`src/vtpc_pkg.sv`:
```
// Package for the VT de-mapper performance counter and event mask bank
package vtpc_pkg;

  // ----------------------------------------------------------------
  // Register byte offsets on the AXI4-Lite bus
  // ----------------------------------------------------------------
  localparam int          ADDR_W          = 8;
  localparam logic [7:0]  OFF_BIP_HI      = 8'h00;
  localparam logic [7:0]  OFF_BIP_LO      = 8'h04;
  localparam logic [7:0]  OFF_REI_HI      = 8'h08;
  localparam logic [7:0]  OFF_REI_LO      = 8'h0C;
  localparam logic [7:0]  OFF_MASK        = 8'h10;

  // ----------------------------------------------------------------
  // Field positions in the event mask / status register
  // ----------------------------------------------------------------
  localparam int          MB_CHAN_EN      = 7;
  localparam int          MB_SIZE         = 6;
  localparam int          MB_LOPV         = 5;
  localparam int          MB_LABEL        = 4;
  localparam int          MB_OVF          = 3;
  localparam int          MB_AIS_FAIL_EN  = 2;
  localparam int          MB_AIS_FAIL     = 1;
  localparam int          MB_AIS_DEF      = 0;
  localparam logic [7:0]  MASK_RW_BITS    = 8'hF5;
  localparam logic [7:0]  MASK_RESET      = 8'h00;

  // ----------------------------------------------------------------
  // Counter widths and reset values
  // ----------------------------------------------------------------
  localparam int          ERR_CNT_W       = 12;
  localparam int          PTR_CNT_W       = 4;
  localparam logic [11:0] ERR_CNT_RESET   = 12'h000;
  localparam logic [3:0]  PTR_CNT_RESET   = 4'h0;
  localparam logic [11:0] CLR_HI_NIBBLE   = 12'hF00;
  localparam logic [11:0] CLR_LO_BYTE     = 12'h0FF;

  // ----------------------------------------------------------------
  // AXI responses
  // ----------------------------------------------------------------
  localparam logic [1:0]  RESP_OKAY       = 2'b00;
  localparam logic [1:0]  RESP_SLVERR     = 2'b10;

  // ----------------------------------------------------------------
  // Timing: 10 MHz clock, millisecond tick, AIS-V failure times
  // ----------------------------------------------------------------
  localparam int          CLK_HZ          = 10_000_000;
  localparam int          TICK_TIME_MS    = 1;
  localparam int          TICK_CYCLES     = (CLK_HZ / 1000) * TICK_TIME_MS;
  localparam real         AIS_SET_TIME_S  = 2.5;
  localparam real         AIS_CLR_TIME_S  = 10.0;
  localparam int          AIS_SET_TICKS   = 2500;
  localparam int          AIS_CLR_TICKS   = 10000;
  localparam int          AIS_TICK_W      = 14;

  // AIS-V failure declaration state
  typedef enum logic [1:0]
  {
    AIS_IDLE = 2'b01,
    AIS_FAIL = 2'b10
  } vtpc_ais_e;

endpackage : vtpc_pkg

```
`src/vtpc_sat_cnt.sv`:
```
// Saturating event counter with per-bit clear for clear-on-read fields
`timescale 1ns/1ps
`default_nettype none
module vtpc_sat_cnt #(
  parameter int W = 12
) (
  input  wire logic         aclk,
  input  wire logic         aresetn,
  input  wire logic         inc,
  input  wire logic [W-1:0] clr_mask,
  output var  logic [W-1:0] cnt
);

  logic [W-1:0] base;

  // Cleared bits drop first, so an event in the reading cycle lands in the new interval
  always_comb
  begin
    base = cnt & ~clr_mask;
  end

  // ----------------------------------------------------------------
  // Count, hold at all ones instead of wrapping
  // ----------------------------------------------------------------
  always_ff @(posedge aclk)
  begin
    if (!aresetn)
      cnt <= '0;
    else if (inc && (base != {W{1'b1}}))
      cnt <= base + {{(W-1){1'b0}}, 1'b1};
    else
      cnt <= base;
  end

endmodule : vtpc_sat_cnt
`default_nettype wire

```
`src/vtpc_regs.sv`:
```
// VT de-mapper performance counters and event mask bank with AXI4-Lite slave
//
// The implementer's own choices: the register offsets and register access over AXI4-Lite.
`timescale 1ns/1ps
`default_nettype none
module vtpc_regs
  import vtpc_pkg::*;
#(
  parameter int TICK_CYC  = TICK_CYCLES,
  parameter int SET_TICKS = AIS_SET_TICKS,
  parameter int CLR_TICKS = AIS_CLR_TICKS
) (
  input  wire logic              aclk,
  input  wire logic              aresetn,
  input  wire logic [ADDR_W-1:0] s_axi_awaddr,
  input  wire logic              s_axi_awvalid,
  output var  logic              s_axi_awready,
  input  wire logic [31:0]       s_axi_wdata,
  input  wire logic [3:0]        s_axi_wstrb,
  input  wire logic              s_axi_wvalid,
  output var  logic              s_axi_wready,
  output var  logic [1:0]        s_axi_bresp,
  output var  logic              s_axi_bvalid,
  input  wire logic              s_axi_bready,
  input  wire logic [ADDR_W-1:0] s_axi_araddr,
  input  wire logic              s_axi_arvalid,
  output var  logic              s_axi_arready,
  output var  logic [31:0]       s_axi_rdata,
  output var  logic [1:0]        s_axi_rresp,
  output var  logic              s_axi_rvalid,
  input  wire logic              s_axi_rready,
  input  wire logic              bip2_err_evt,
  input  wire logic              rei_evt,
  input  wire logic              ptr_inc_evt,
  input  wire logic              ptr_dec_evt,
  input  wire logic              size_err_decl,
  input  wire logic              lopv_decl,
  input  wire logic              label_chg_decl,
  input  wire logic              aisv_defect_decl,
  input  wire logic              es_overflow_evt,
  input  wire logic              rfiv_cause_masked,
  input  wire logic              rdiv_cause_masked,
  input  wire logic              aps_chg_cause_masked,
  output var  logic              vt_error_event,
  output var  logic              aisv_failure
);

  // ----------------------------------------------------------------
  // Declarations
  // ----------------------------------------------------------------
  logic              aw_held_reg;
  logic [ADDR_W-1:0] aw_addr_reg;
  logic              w_held_reg;
  logic [31:0]       w_data_reg;
  logic              w_strb0_reg;
  logic              do_write;
  logic              rd_take;
  logic [11:0]       bip_cnt;
  logic [11:0]       rei_cnt;
  logic [3:0]        inc_cnt;
  logic [3:0]        dec_cnt;
  logic [11:0]       bip_clr;
  logic [11:0]       rei_clr;
  logic [3:0]        inc_clr;
  logic [3:0]        dec_clr;
  logic [7:0]        mask_reg;
  logic              ovf_reg;
  logic              mask_wr;
  logic [31:0]       tick_cnt_reg;
  logic              tick;
  logic [AIS_TICK_W-1:0] ais_cnt_reg;
  vtpc_ais_e         ais_state_reg;
  logic [7:0]        mask_view;

  // Address is one of ours
  function automatic logic is_mapped(input logic [ADDR_W-1:0] a);
    is_mapped = (a == OFF_BIP_HI) || (a == OFF_BIP_LO) || (a == OFF_REI_HI)
             || (a == OFF_REI_LO) || (a == OFF_MASK);
  endfunction : is_mapped

  // Assembled mask/status byte as software sees it
  always_comb
  begin
    mask_view               = mask_reg & MASK_RW_BITS;
    mask_view[MB_OVF]       = ovf_reg;
    mask_view[MB_AIS_FAIL]  = aisv_failure;
  end

  // ----------------------------------------------------------------
  // AXI4-Lite write channel
  // ----------------------------------------------------------------
  // Address and data are taken independently; nothing new until B is gone
  assign s_axi_awready = !aw_held_reg && !s_axi_bvalid;
  assign s_axi_wready  = !w_held_reg && !s_axi_bvalid;
  assign do_write      = aw_held_reg && w_held_reg && !s_axi_bvalid;
  assign mask_wr       = do_write && (aw_addr_reg == OFF_MASK) && w_strb0_reg;

  // Holding registers for address and data
  always_ff @(posedge aclk)
  begin
    if (!aresetn)
    begin
      aw_held_reg <= 1'b0;
      aw_addr_reg <= '0;
      w_held_reg  <= 1'b0;
      w_data_reg  <= 32'h0000_0000;
      w_strb0_reg <= 1'b0;
    end
    else
    begin
      if (s_axi_awvalid && s_axi_awready)
      begin
        aw_held_reg <= 1'b1;
        aw_addr_reg <= s_axi_awaddr;
      end
      else if (do_write)
        aw_held_reg <= 1'b0;
      if (s_axi_wvalid && s_axi_wready)
      begin
        w_held_reg  <= 1'b1;
        w_data_reg  <= s_axi_wdata;
        w_strb0_reg <= s_axi_wstrb[0];
      end
      else if (do_write)
        w_held_reg <= 1'b0;
    end
  end

  // Write response; counters accept writes silently, unmapped gets SLVERR
  always_ff @(posedge aclk)
  begin
    if (!aresetn)
    begin
      s_axi_bvalid <= 1'b0;
      s_axi_bresp  <= RESP_OKAY;
    end
    else if (do_write)
    begin
      s_axi_bvalid <= 1'b1;
      s_axi_bresp  <= is_mapped(aw_addr_reg) ? RESP_OKAY : RESP_SLVERR;
    end
    else if (s_axi_bready)
      s_axi_bvalid <= 1'b0;
  end

  // ----------------------------------------------------------------
  // AXI4-Lite read channel
  // ----------------------------------------------------------------
  assign s_axi_arready = !s_axi_rvalid;
  assign rd_take       = s_axi_arvalid && s_axi_arready;

  // Read data registered in the same edge that clears the counter byte
  always_ff @(posedge aclk)
  begin
    if (!aresetn)
    begin
      s_axi_rvalid <= 1'b0;
      s_axi_rdata  <= 32'h0000_0000;
      s_axi_rresp  <= RESP_OKAY;
    end
    else if (rd_take)
    begin
      s_axi_rvalid <= 1'b1;
      s_axi_rresp  <= is_mapped(s_axi_araddr) ? RESP_OKAY : RESP_SLVERR;
      case (s_axi_araddr)
        OFF_BIP_HI: s_axi_rdata <= {24'h000000, inc_cnt, bip_cnt[11:8]};
        OFF_BIP_LO: s_axi_rdata <= {24'h000000, bip_cnt[7:0]};
        OFF_REI_HI: s_axi_rdata <= {24'h000000, dec_cnt, rei_cnt[11:8]};
        OFF_REI_LO: s_axi_rdata <= {24'h000000, rei_cnt[7:0]};
        OFF_MASK:   s_axi_rdata <= {24'h000000, mask_view};
        default:    s_axi_rdata <= 32'h0000_0000;
      endcase
    end
    else if (s_axi_rready)
      s_axi_rvalid <= 1'b0;
  end

  // ----------------------------------------------------------------
  // Clear-on-read counters
  // ----------------------------------------------------------------
  // Each byte clears only on its own read, so a split read never loses counts
  always_comb
  begin
    bip_clr = 12'h000;
    rei_clr = 12'h000;
    inc_clr = 4'h0;
    dec_clr = 4'h0;
    if (rd_take && (s_axi_araddr == OFF_BIP_HI))
    begin
      bip_clr = CLR_HI_NIBBLE;
      inc_clr = 4'hF;
    end
    if (rd_take && (s_axi_araddr == OFF_BIP_LO))
      bip_clr = CLR_LO_BYTE;
    if (rd_take && (s_axi_araddr == OFF_REI_HI))
    begin
      rei_clr = CLR_HI_NIBBLE;
      dec_clr = 4'hF;
    end
    if (rd_take && (s_axi_araddr == OFF_REI_LO))
      rei_clr = CLR_LO_BYTE;
  end

  // BIP-2 error count, saturating
  vtpc_sat_cnt #(.W(ERR_CNT_W)) u_bip (
    .aclk     (aclk),
    .aresetn  (aresetn),
    .inc      (bip2_err_evt),
    .clr_mask (bip_clr),
    .cnt      (bip_cnt)
  );

  // REI-V event count, saturating
  vtpc_sat_cnt #(.W(ERR_CNT_W)) u_rei (
    .aclk     (aclk),
    .aresetn  (aresetn),
    .inc      (rei_evt),
    .clr_mask (rei_clr),
    .cnt      (rei_cnt)
  );

  // Pointer increment count
  vtpc_sat_cnt #(.W(PTR_CNT_W)) u_inc (
    .aclk     (aclk),
    .aresetn  (aresetn),
    .inc      (ptr_inc_evt),
    .clr_mask (inc_clr),
    .cnt      (inc_cnt)
  );

  // Pointer decrement count
  vtpc_sat_cnt #(.W(PTR_CNT_W)) u_dec (
    .aclk     (aclk),
    .aresetn  (aresetn),
    .inc      (ptr_dec_evt),
    .clr_mask (dec_clr),
    .cnt      (dec_cnt)
  );

  // ----------------------------------------------------------------
  // Event mask register and overflow latch
  // ----------------------------------------------------------------
  // Writable mask bits; bits 3 and 1 are not stored here
  always_ff @(posedge aclk)
  begin
    if (!aresetn)
      mask_reg <= MASK_RESET;
    else if (mask_wr)
      mask_reg <= w_data_reg[7:0] & MASK_RW_BITS;
  end

  // Overflow latch: a new overflow beats a write-one clear in the same cycle
  always_ff @(posedge aclk)
  begin
    if (!aresetn)
      ovf_reg <= 1'b0;
    else if (es_overflow_evt)
      ovf_reg <= 1'b1;
    else if (mask_wr && w_data_reg[MB_OVF])
      ovf_reg <= 1'b0;
  end

  // ----------------------------------------------------------------
  // AIS-V failure timing
  // ----------------------------------------------------------------
  // Millisecond enable pulse; keeps the persistence counters narrow
  always_ff @(posedge aclk)
  begin
    if (!aresetn)
      tick_cnt_reg <= 32'h0000_0000;
    else if (tick)
      tick_cnt_reg <= 32'h0000_0000;
    else
      tick_cnt_reg <= tick_cnt_reg + 32'h0000_0001;
  end
  assign tick = (tick_cnt_reg == 32'(TICK_CYC - 1));

  // Any break in the condition restarts the count; nominal times, no tolerance used
  always_ff @(posedge aclk)
  begin
    if (!aresetn)
    begin
      ais_state_reg <= AIS_IDLE;
      ais_cnt_reg   <= '0;
    end
    else
    begin
      case (ais_state_reg)
        AIS_IDLE:
        begin
          if (!aisv_defect_decl)
            ais_cnt_reg <= '0;
          else if (tick && (ais_cnt_reg == AIS_TICK_W'(SET_TICKS - 1)))
          begin
            ais_state_reg <= AIS_FAIL;
            ais_cnt_reg   <= '0;
          end
          else if (tick)
            ais_cnt_reg <= ais_cnt_reg + AIS_TICK_W'(1);
        end
        AIS_FAIL:
        begin
          if (aisv_defect_decl)
            ais_cnt_reg <= '0;
          else if (tick && (ais_cnt_reg == AIS_TICK_W'(CLR_TICKS - 1)))
          begin
            ais_state_reg <= AIS_IDLE;
            ais_cnt_reg   <= '0;
          end
          else if (tick)
            ais_cnt_reg <= ais_cnt_reg + AIS_TICK_W'(1);
        end
        default:
        begin
          ais_state_reg <= AIS_IDLE;
          ais_cnt_reg   <= '0;
        end
      endcase
    end
  end
  assign aisv_failure = (ais_state_reg == AIS_FAIL);

  // ----------------------------------------------------------------
  // Composite VT error event
  // ----------------------------------------------------------------
  // Registered so the flag is glitch free toward the flag register outside
  always_ff @(posedge aclk)
  begin
    if (!aresetn)
      vt_error_event <= 1'b0;
    else
      vt_error_event <= mask_reg[MB_CHAN_EN] & (
                          (size_err_decl    & mask_reg[MB_SIZE])
                        | (lopv_decl        & mask_reg[MB_LOPV])
                        | (label_chg_decl   & mask_reg[MB_LABEL])
                        | (aisv_failure     & mask_reg[MB_AIS_FAIL_EN])
                        | (aisv_defect_decl & mask_reg[MB_AIS_DEF])
                        | ovf_reg | rfiv_cause_masked | rdiv_cause_masked
                        | aps_chg_cause_masked);
  end
endmodule : vtpc_regs
`default_nettype wire

```
`config.mk`:
```
export PLATFORM = sky130hd
export DESIGN_NAME = vtpc_regs
export DESIGN_NICKNAME = d
export VERILOG_FILES = /design/src/vtpc_pkg.sv /design/src/vtpc_sat_cnt.sv /design/src/vtpc_regs.sv
export SDC_FILE = /design/constraint.sdc
export NUM_CORES = 1
export LEC_CHECK = 0
export ABC_CLOCK_PERIOD_IN_PS = 6700
export BUFFER_PORTS_ARGS = -buffer_cell sky130_fd_sc_hd__clkbuf_2
export CAP_MARGIN = 20
export CORE_UTILIZATION = 45
export DETAILED_ROUTE_END_ITERATION = 8
export PLACE_DENSITY = 0.77
export SYNTH_ARGS = -nofsm -noshare
export SYNTH_HDL_FRONTEND = slang
export SYNTH_SLANG_ARGS = --single-unit
```
`constraint.sdc`:
```
create_clock -name aclk -period 6.7 [get_ports aclk]
set_input_delay 0.67 -clock aclk [delete_from_list [all_inputs] [get_ports aclk]]
set_output_delay 0.67 -clock aclk [all_outputs]
set_load 0.03 [all_outputs]
```
# [Yosys cells after proc, flatten, opt, wreduce, memory -nomap -nowiden]
# Index checks and enable logic that the tools add are counted.
[op_classes] n_addsub=6 n_mux=33 reduce_logical=41 eq_ne=21 bitwise_logic=23
[ops] op="$mux W12" count=6
[ops] op="$mux W14" count=5
[ops] op="$pmux W8 S5" count=1
[ops] op="$add A32 B1 Y32 const B" count=1
[ops] op="$eq A32 B14 Y1 const B" count=1
[ops] op="$eq A8 B4 Y1 const B" count=4
[ops] op="$pmux W14 S2" count=1
[ops] op="$add A12 B1 Y12 const B" count=2
[ops] op="$and A12 B12 Y12" count=2
[ops] op="$ne A12 B12 Y1 const B" count=2
[ops] op="$not A12 Y12" count=2
[ops] op="$logic_and A1 B1 Y1" count=20
[ops] op="$eq A8 B3 Y1 const B" count=2
[ops] op="$eq A8 B5 Y1 const B" count=2
[ops] op="$logic_not A8 Y1" count=2
[ops] op="$mux W4" count=4
[ops] op="$add A14 B1 Y14 const B" count=1
[ops] op="$eq A14 B12 Y1 const B" count=1
[ops] op="$eq A14 B14 Y1 const B" count=1
[ops] op="$mux W2" count=6
[ops] op="$reduce_bool A2 Y1" count=5
[ops] op="$mux W1" count=9
[ops] op="$add A4 B1 Y4 const B" count=2
[ops] op="$and A4 B4 Y4" count=2
[ops] op="14 further kinds" count=40
[totals] ff_bits=145 inputBits=71 word_cells=144

# [Depth between registers and ports, before layout]
# Gate-level depths: netlist of run 1.
[logic_depth] word_depth=10 ltp_mapped=9 depth_no_buf=8

# [By module]
# Synthesis of run 1 repeated with hierarchy kept, for this count alone.
[hier_totals] hier_cells=729 area_unflattened_um2=6267.3
[modules_own_cells] mod="vtpc_regs" cells_each=513 instances=1 area_per_inst_um2=4322.9
[modules_own_cells] mod="vtpc_sat_cnt (u_bip ...)" cells_each=84 instances=2 area_per_inst_um2=721.9
[modules_own_cells] mod="vtpc_sat_cnt (u_dec ...)" cells_each=24 instances=2 area_per_inst_um2=250.2

# [Least setup slack after synthesis of run 1]
# No wires, ideal clock.
[synth_timing] path_kind="input -> register" from="in s_axi_araddr[0]" to="reg u_rei.cnt[7]" t_required_ps=6630 setup_ps=70 arrival_time_ps=3041 path_stages=9 path_slack_ps=3589 cell_sequence="nor4b_1 nand4_1 and2_1 ha_1 and4_1 o2111a_1 clkbuf_1 or3_1 a21oi_1"
[synth_between] elab_chain_cells=9 elab_cells_between_ends=12
[synth_lines] item="from (decl)" line_no="vtpc_regs.sv:25" text="input wire logic [ADDR_W-1:0] s_axi_araddr,"
[synth_lines] item="$eq A8 B4 Y1" line_no="vtpc_regs.sv:195" text="if (rd_take && (s_axi_araddr == OFF_REI_HI))"
[synth_lines] item="$logic_and A1 B1 Y1" line_no="vtpc_regs.sv:195"
[synth_lines] item="$mux W12" line_no="vtpc_regs.sv:195"
[synth_lines] item="$mux W12 (*)" line_no="vtpc_regs.sv:200" text="if (rd_take && (s_axi_araddr == OFF_REI_LO))"
[synth_lines] item="$not A12 Y12 (*)" line_no="vtpc_sat_cnt.sv:19" text="base = cnt & ~clr_mask;"
[synth_lines] item="$and A12 B12 Y12 (*)" line_no="vtpc_sat_cnt.sv:19"
[synth_lines] item="parallel branches: the longest is 2 deep, another holds $add A12 B1 Y12"
[synth_lines] item="$mux W12 (*)" line_no="vtpc_sat_cnt.sv:29" text="else if (inc && (base != {W{1'b1}}))"
[synth_lines] item="to (signal assigned)" line_no="vtpc_sat_cnt.sv:30" text="cnt <= base + {{(W-1){1'b0}}, 1'b1};"
[synth_lines] item="to (signal assigned)" line_no="vtpc_sat_cnt.sv:32" text="cnt <= base;"
[synth_lines] item="to (decl)" line_no="vtpc_sat_cnt.sv:11" text="output var logic [W-1:0] cnt"
# Every way passes the cells marked *.
# A chain may end at the register's enable or synchronous reset.

# [Worst setup path after layout of run 1]
[layout_timing] from="reg s_axi_rvalid" to="reg u_rei.cnt[3]"
[layout_between] elab_chain_cells=10 elab_cells_between_ends=12
[layout_lines] item="from (decl)" line_no="vtpc_regs.sv:30" text="output var logic s_axi_rvalid,"
[layout_lines] item="from (signal assigned)" line_no="vtpc_regs.sv:157" text="s_axi_rvalid <= 1'b0;"
[layout_lines] item="from (signal assigned)" line_no="vtpc_regs.sv:163" text="s_axi_rvalid <= 1'b1;"
[layout_lines] item="from (signal assigned)" line_no="vtpc_regs.sv:175" text="s_axi_rvalid <= 1'b0;"
[layout_lines] item="$logic_not A1 Y1 (*)" line_no="vtpc_regs.sv:149" text="assign s_axi_arready = !s_axi_rvalid;"
[layout_lines] item="$logic_and A1 B1 Y1 (*)" line_no="vtpc_regs.sv:150" text="assign rd_take = s_axi_arvalid && s_axi_arready;"
[layout_lines] item="$logic_and A1 B1 Y1" line_no="vtpc_regs.sv:195"
[layout_lines] item="$mux W12" line_no="vtpc_regs.sv:195"
[layout_lines] item="$mux W12 (*)" line_no="vtpc_regs.sv:200"
[layout_lines] item="$not A12 Y12 (*)" line_no="vtpc_sat_cnt.sv:19"
[layout_lines] item="$and A12 B12 Y12 (*)" line_no="vtpc_sat_cnt.sv:19"
[layout_lines] item="parallel branches: the longest is 2 deep, another holds $add A12 B1 Y12"
[layout_lines] item="$mux W12 (*)" line_no="vtpc_sat_cnt.sv:29"
# Marked as above.

==> impl_metrics.yaml, run 1 <==
run_status:
  status: "completed"
setup_path:
  crit_chain: "nor4b_1 > nand4_1 > and2_1 > ha_1 > and4_1 > o2111a_1 > or3_1 > a21oi_1"
  cp_max_fo: 12
  end_kind: "flip-flop"
  critical_path_required_ns: 7.03
  worst-setup-path-type: "reg2reg"
  critPathBufInv: 0
  critPathTopFamily: "simple AND/OR/NAND/NOR gates"
  cpMaxStageDelayCell: "nor4b_1"
  worstPathArrival_ns: 3.65
  max_stage_delay_ns: 0.84
  startpoint_type: "flip-flop"
timing:
  max_slew_margin_pct: 31.1
  fmax_mhz: 301
  layout_min_cycle_time_ns: 3.33
  fin_crit_sh_pct: 49.6
  fin_skew_ns: 0.0133
  hold_violations: 0
  worst_pin_slew_ns: 1.02
  setup_tns_ns: 0
  rsz0062_at_grt: "no"
  setup_viol: 0
  report.final.slew_viol_count: 0
die:
  dieArea_um2: 13600
  ios: 114
  die_width_um: 116
  coreArea_um2: 12700
  num_rows: 41
  die_h_um: 116
  start_util_pct: 46.4
clocking:
  cts_sinks: 118
  cts_tree: "built"
  clockBufferDepth: 2
  cts.htree.levels: 4
  hold_buffers: 0
  cts_setup_buffers: 0
  clkTransAtPathRegs_ns: 0.05
  cts-root-buf: "clkbuf_16"
  clk_latency_ns: 0.41
  numCtsBuffers: 17
  cts_resized: 0
logic_synthesis:
  yosysTopAreaCellShare_pct: 40.1
  yosysTopAreaCell: "dfxtp_1"
  yosys.cell_types.count: 56
  synth_ff_type: "dfxtp_1"
  ys_warn_count: 0
  synth_area_leaders: "dfxtp_1, nand2_1, nor2_1, a21oi_1, buf_4"
  synth_area_um2: 5900
  synth_edf_count: 0
  ys_seq_area_share_pct: 40.1
  synth_cells: 690
  avgSynthCellArea_um2: 8.55
  synth_seq_cells: 118
  synth_top_cells_by_count: "dfxtp_1, nand2_1, nor2_1"
  async_flop_share_pct: 0
  synth_most_common_cell: "dfxtp_1"
grt:
  overflow: 0
  grt_antenna_before_repair: 0
  first_global_vias: 4395
  grt_usage_pct: 20.2
  grt_pass1_wl_um: 21400
  grt_max_degree: 48
routing:
  wl_met1_um: 6070
  vias_per_cell: 5.43
  wl_met3_um: 653
  met2_length_um: 6330
  drt_iter0_drc: 483
  detail_route.wl_per_cell_um: 14.2
  drc: 0
  wl_um: 13200
  highest_layer: "met4"
  firstDrtPassIters: 6
  vias: 5062
  ant_nets: 0
hold_path:
  hold_path.class: "in2reg"
finish:
  syn_to_final_growth_pct: 16.1
  fin_nets: 827
  post-route-util_pct: 53.8
  final_cell_area_um2: 6850
  largest_reg_flops: 32
  drive_gt1_share_pct: 14.3
  diodes: 0
power_and_ir_drop:
  power_density_nw_per_um2: 262
  max-vdd-ir-drop_uv: 162
  power_leakage_nw: 2.52
  power_mw: 1.79
place:
  numPortBuffers: 59
  placed_cell_area_um2: 6220
  gp_congestion: 0.849
  dp_hpwl_um: 9390
flow_run:
  timing.max_cap.violations: 0
kinds of logic (layout without fill, tap and decap cells):
| group | after synthesis | after routing | share of synthesized area [%] |
|---|---|---|---|
| other cells | 1 | 26 | 0.0636 |
| xor+xnor | 37 | 37 | 5.50 |
| simple gates | 310 | 310 | 27.3 |
| buf+inv | 71 | 116 | 6.41 |
| compound gates | 126 | 126 | 14.1 |
| flops | 118 | 118 | 40.1 |
| mux | 19 | 19 | 4.92 |
| fa+ha+maj | 8 | 8 | 1.70 |
stage by stage:
step | setup slack (ns) | instances | hold WS [ns]
after floorplan | 3.59 | 715 | 0.418
after global placement | 3.20 | 898 | 0.431
after detailed placement | 3.09 | 898 | 0.441
after CTS | 3.39 | 929 | 0.430
after global routing | 3.09 | 932 | 0.449
final | 3.37 | 932 | 0.442
cell usage in the layout, fill, tap and decap left out, drive strengths merged, types with 4 or more instances in the layout:
master | netlist | layout
dfxtp | 118 | 118
clkbuf | 14 | 82
nor2 | 73 | 73
nand2 | 72 | 72
a21oi | 44 | 44
o21ai | 26 | 26
conb | 1 | 26
nand4 | 25 | 25
nand3 | 25 | 25
inv | 21 | 21
xor2 | 20 | 20
or3 | 20 | 20
xnor2 | 17 | 17
and2 | 16 | 16
a211oi | 16 | 16
nor3 | 15 | 15
and3 | 13 | 13
or4 | 12 | 12
and4 | 12 | 12
mux2i | 11 | 11
nor4 | 10 | 10
a22oi | 9 | 9
mux4 | 8 | 8
ha | 8 | 8
o211ai | 5 | 5
nor4b | 4 | 4
a31oi | 4 | 4
clkinv | 0 | 4
buf | 36 | 4
or4b | 4 | 4
worst paths after layout:
check,from,end,slack (ns),cells past startpoint
worst max-delay path,s_axi_rvalid,u_rei.cnt[3],3.37,8
worst min-delay path,s_axi_rready,s_axi_rvalid,0.44,2
worst max register to register,s_axi_rvalid,u_rei.cnt[3],3.37,8
worst min register to register,aw_addr_reg[6],aw_addr_reg[6],0.45,2
cell type report:
type,instances,area [um2]
Sequential cell,118,2360
Fill cell,1176,5880
Inverter,21,78.8
Tap cell,172,215
Clock buffer,22,474
Timing Repair Buffer,64,340
Clock inverter,9,125
Multi-Input combinational cell,526,3250
power breakdown:
| part | internal, mW | switching (mW) | total [mW] |
|---|---|---|---|
| Combinational | 0.0437 | 0.0904 | 0.134 |
| Sequential | 0.722 | 0.0160 | 0.738 |
| Clock | 0.609 | 0.312 | 0.921 |
metal layers:
metal  global-route usage [%]  vias to the layer above
met1                     26.8                     2353
met2                     32.1                      123
li1                         -                     2570
met4                     7.61                        0
met5                        0                        -
met3                     4.67                       16
(Power assumes the default switching activity.)
==> run 2, diff against run 1 <==
- ABC_CLOCK_PERIOD_IN_PS: 6700 -> 3300
- clock period: 6.7 -> 3.3 ns (I/O delays scaled with it)
==> run 2 against run 1 <==
  * Sequential power rose by 100%
  * Clock skew shrank 0.0042 ns
  * Critical endpoint is now u_rei.cnt[4]
  * Die area unchanged
  * First-iteration DRC count decreased by 4.8%
  * Highest routed layer unchanged
  * Sequential share of layout area down 0.13 points
  * Register-to-register slack worse by 3.0 ns
==> impl_metrics.yaml, run 2 (synthesis gave the netlist of run 1 again) <==
timing:
  rsz0062_at_grt: "no"
  fmax_mhz: 344
  setup_viol: 0
  fin_skew_ns: 0.00915
  whs_ns: 0.109
  fin_crit_sh_pct: 88.1
  report.final.slew_viol_count: 0
  layout_min_cycle_time_ns: 2.91
  setup_tns_ns: 0
  worst_pin_slew_ns: 0.925
  hold_violations: 0
  setup_ws_ns: 0.392
  max_slew_margin_pct: 37.7
power_and_ir_drop:
  power_density_nw_per_um2: 530
  p_comb_share_pct: 7.5
  swShare_pct: 23.6
  p_switching_mw: 0.861
  pwr-share-seq_pct: 41.1
  p_int_mw: 2.78
  max-vdd-ir-drop_uv: 386
  power_leakage_nw: 2.53
  clockPowerShare_pct: 51.4
routing:
  vias: 5181
  wl_um: 13200
  drc: 0
  firstDrtPassIters: 5
  vias_per_cell: 5.54
  detail_route.wl_per_cell_um: 14.1
  ant_nets: 0
  drt_iter0_drc: 460
setup_path:
  worst-setup-path-type: "reg2reg"
  cp_max_fo: 12
  startpoint_type: "flip-flop"
  critical_path_required_ns: 3.65
  worstPathArrival_ns: 3.26
  critPathBufInv: 0
  end_kind: "flip-flop"
  cpMaxStageDelayCell: "or4_1"
  crit_chain: "nor4b_1 > nand4_1 > and2_1 > ha_1 > and4_1 > o2111a_1 > or4_1 > nand2_1"
  cp_num_cells: 8
  r2r_cells: 8
  max_stage_delay_ns: 0.51
  critPathTopFamily: "simple AND/OR/NAND/NOR gates"
flow_run:
  timing.max_cap.violations: 0
clocking:
  hold_buffers: 0
  cts_tree: "built"
  numCtsBuffers: 17
  cts_resized: 0
  clkTransAtPathRegs_ns: 0.05
  clk_latency_ns: 0.41
  cts_sinks: 118
  cts_setup_buffers: 0
  cts-root-buf: "clkbuf_16"
  cts.htree.levels: 4
  clockBufferDepth: 2
finish:
  post-route-util_pct: 54.0
  diodes: 0
  largest_reg_flops: 32
  layout_common_cells: "dfxtp_1, nor2_1, nand2_1"
  final_cell_area_um2: 6870
  drive_gt1_share_pct: 14.9
  final_common_cell: "dfxtp_1"
  syn_to_final_growth_pct: 16.5
  fin_nets: 830
grt:
  first_global_vias: 4469
  grt_antenna_before_repair: 0
  overflow: 0
  grt_usage_pct: 19.9
  grt_max_degree: 48
  grt_pass1_wl_um: 21100
die:
  coreArea_um2: 12700
  num_rows: 41
  dieArea_um2: 13600
  ios: 114
  die_width_um: 116
  start_util_pct: 46.4
  die_h_um: 116
place:
  dp_hpwl_um: 9300
  numPortBuffers: 59
  placed_cell_area_um2: 6250
  gp_congestion: 0.861
  place_ws_ns: 0.466
hold_path:
  hold_path.class: "in2reg"
  whs_path_depth: 2
run_status:
  status: "completed"
-- run 2: worst paths after layout --
kind	startpoint	endpoint	slack, ns
hold / removal	s_axi_rready	s_axi_rvalid	0.11
setup reg to reg	s_axi_rvalid	u_rei.cnt[4]	0.39
hold reg to reg	aw_addr_reg[0]	aw_addr_reg[0]	0.45
setup / recovery	s_axi_rvalid	u_rei.cnt[4]	0.39
-- run 2: per-layer routing --
layer	GRT usage, %	wire length (um)	up-vias
li1	-	-	2579
met1	26.2	5970	2457
met2	32.0	6430	128
met3	3.43	664	17
met4	9.15	137	0
met5	0	0	-
-- run 2: cell type report --
| class | instances | area [um2] |
|---|---|---|
| Fill cell | 1192 | 5850 |
| Multi-Input combinational cell | 526 | 3250 |
| Sequential cell | 118 | 2360 |
| Clock buffer | 20 | 457 |
| Timing Repair Buffer | 67 | 355 |
| Tap cell | 172 | 215 |
| Clock inverter | 12 | 153 |
| Inverter | 21 | 78.8 |
-- run 2: stage by stage --
| stage | total power [mW] | std cells |
|---|---|---|
| 2_1_floorplan | 1.74 | 715 |
| 3_3_place_gp | 1.79 | 903 |
| 3_5_place_dp | 1.80 | 903 |
| 4_1_cts | 3.66 | 935 |
| 5_1_grt | 3.76 | 936 |
| 6_report | 3.64 | 936 |
-- run 2: power by group through the flow --
stage | Sequential [mW] | Clock [mW] | Combinational [mW]
floorplan | 1.54 | 0 | 0.201
global placement | 1.53 | 0 | 0.266
detailed placement | 1.53 | 0 | 0.270
CTS | 1.50 | 1.90 | 0.272
global route | 1.50 | 1.96 | 0.301
finish | 1.50 | 1.87 | 0.273
-- run 2: worst reg2reg max path: stages, from the launching register on --
cell      delay, ns
dfxtp_1        0.38
nor4b_1        0.46
nand4_1        0.33
and2_1         0.29
ha_1           0.23
and4_1         0.29
o2111a_1       0.29
or4_1          0.51
nand2_1        0.08
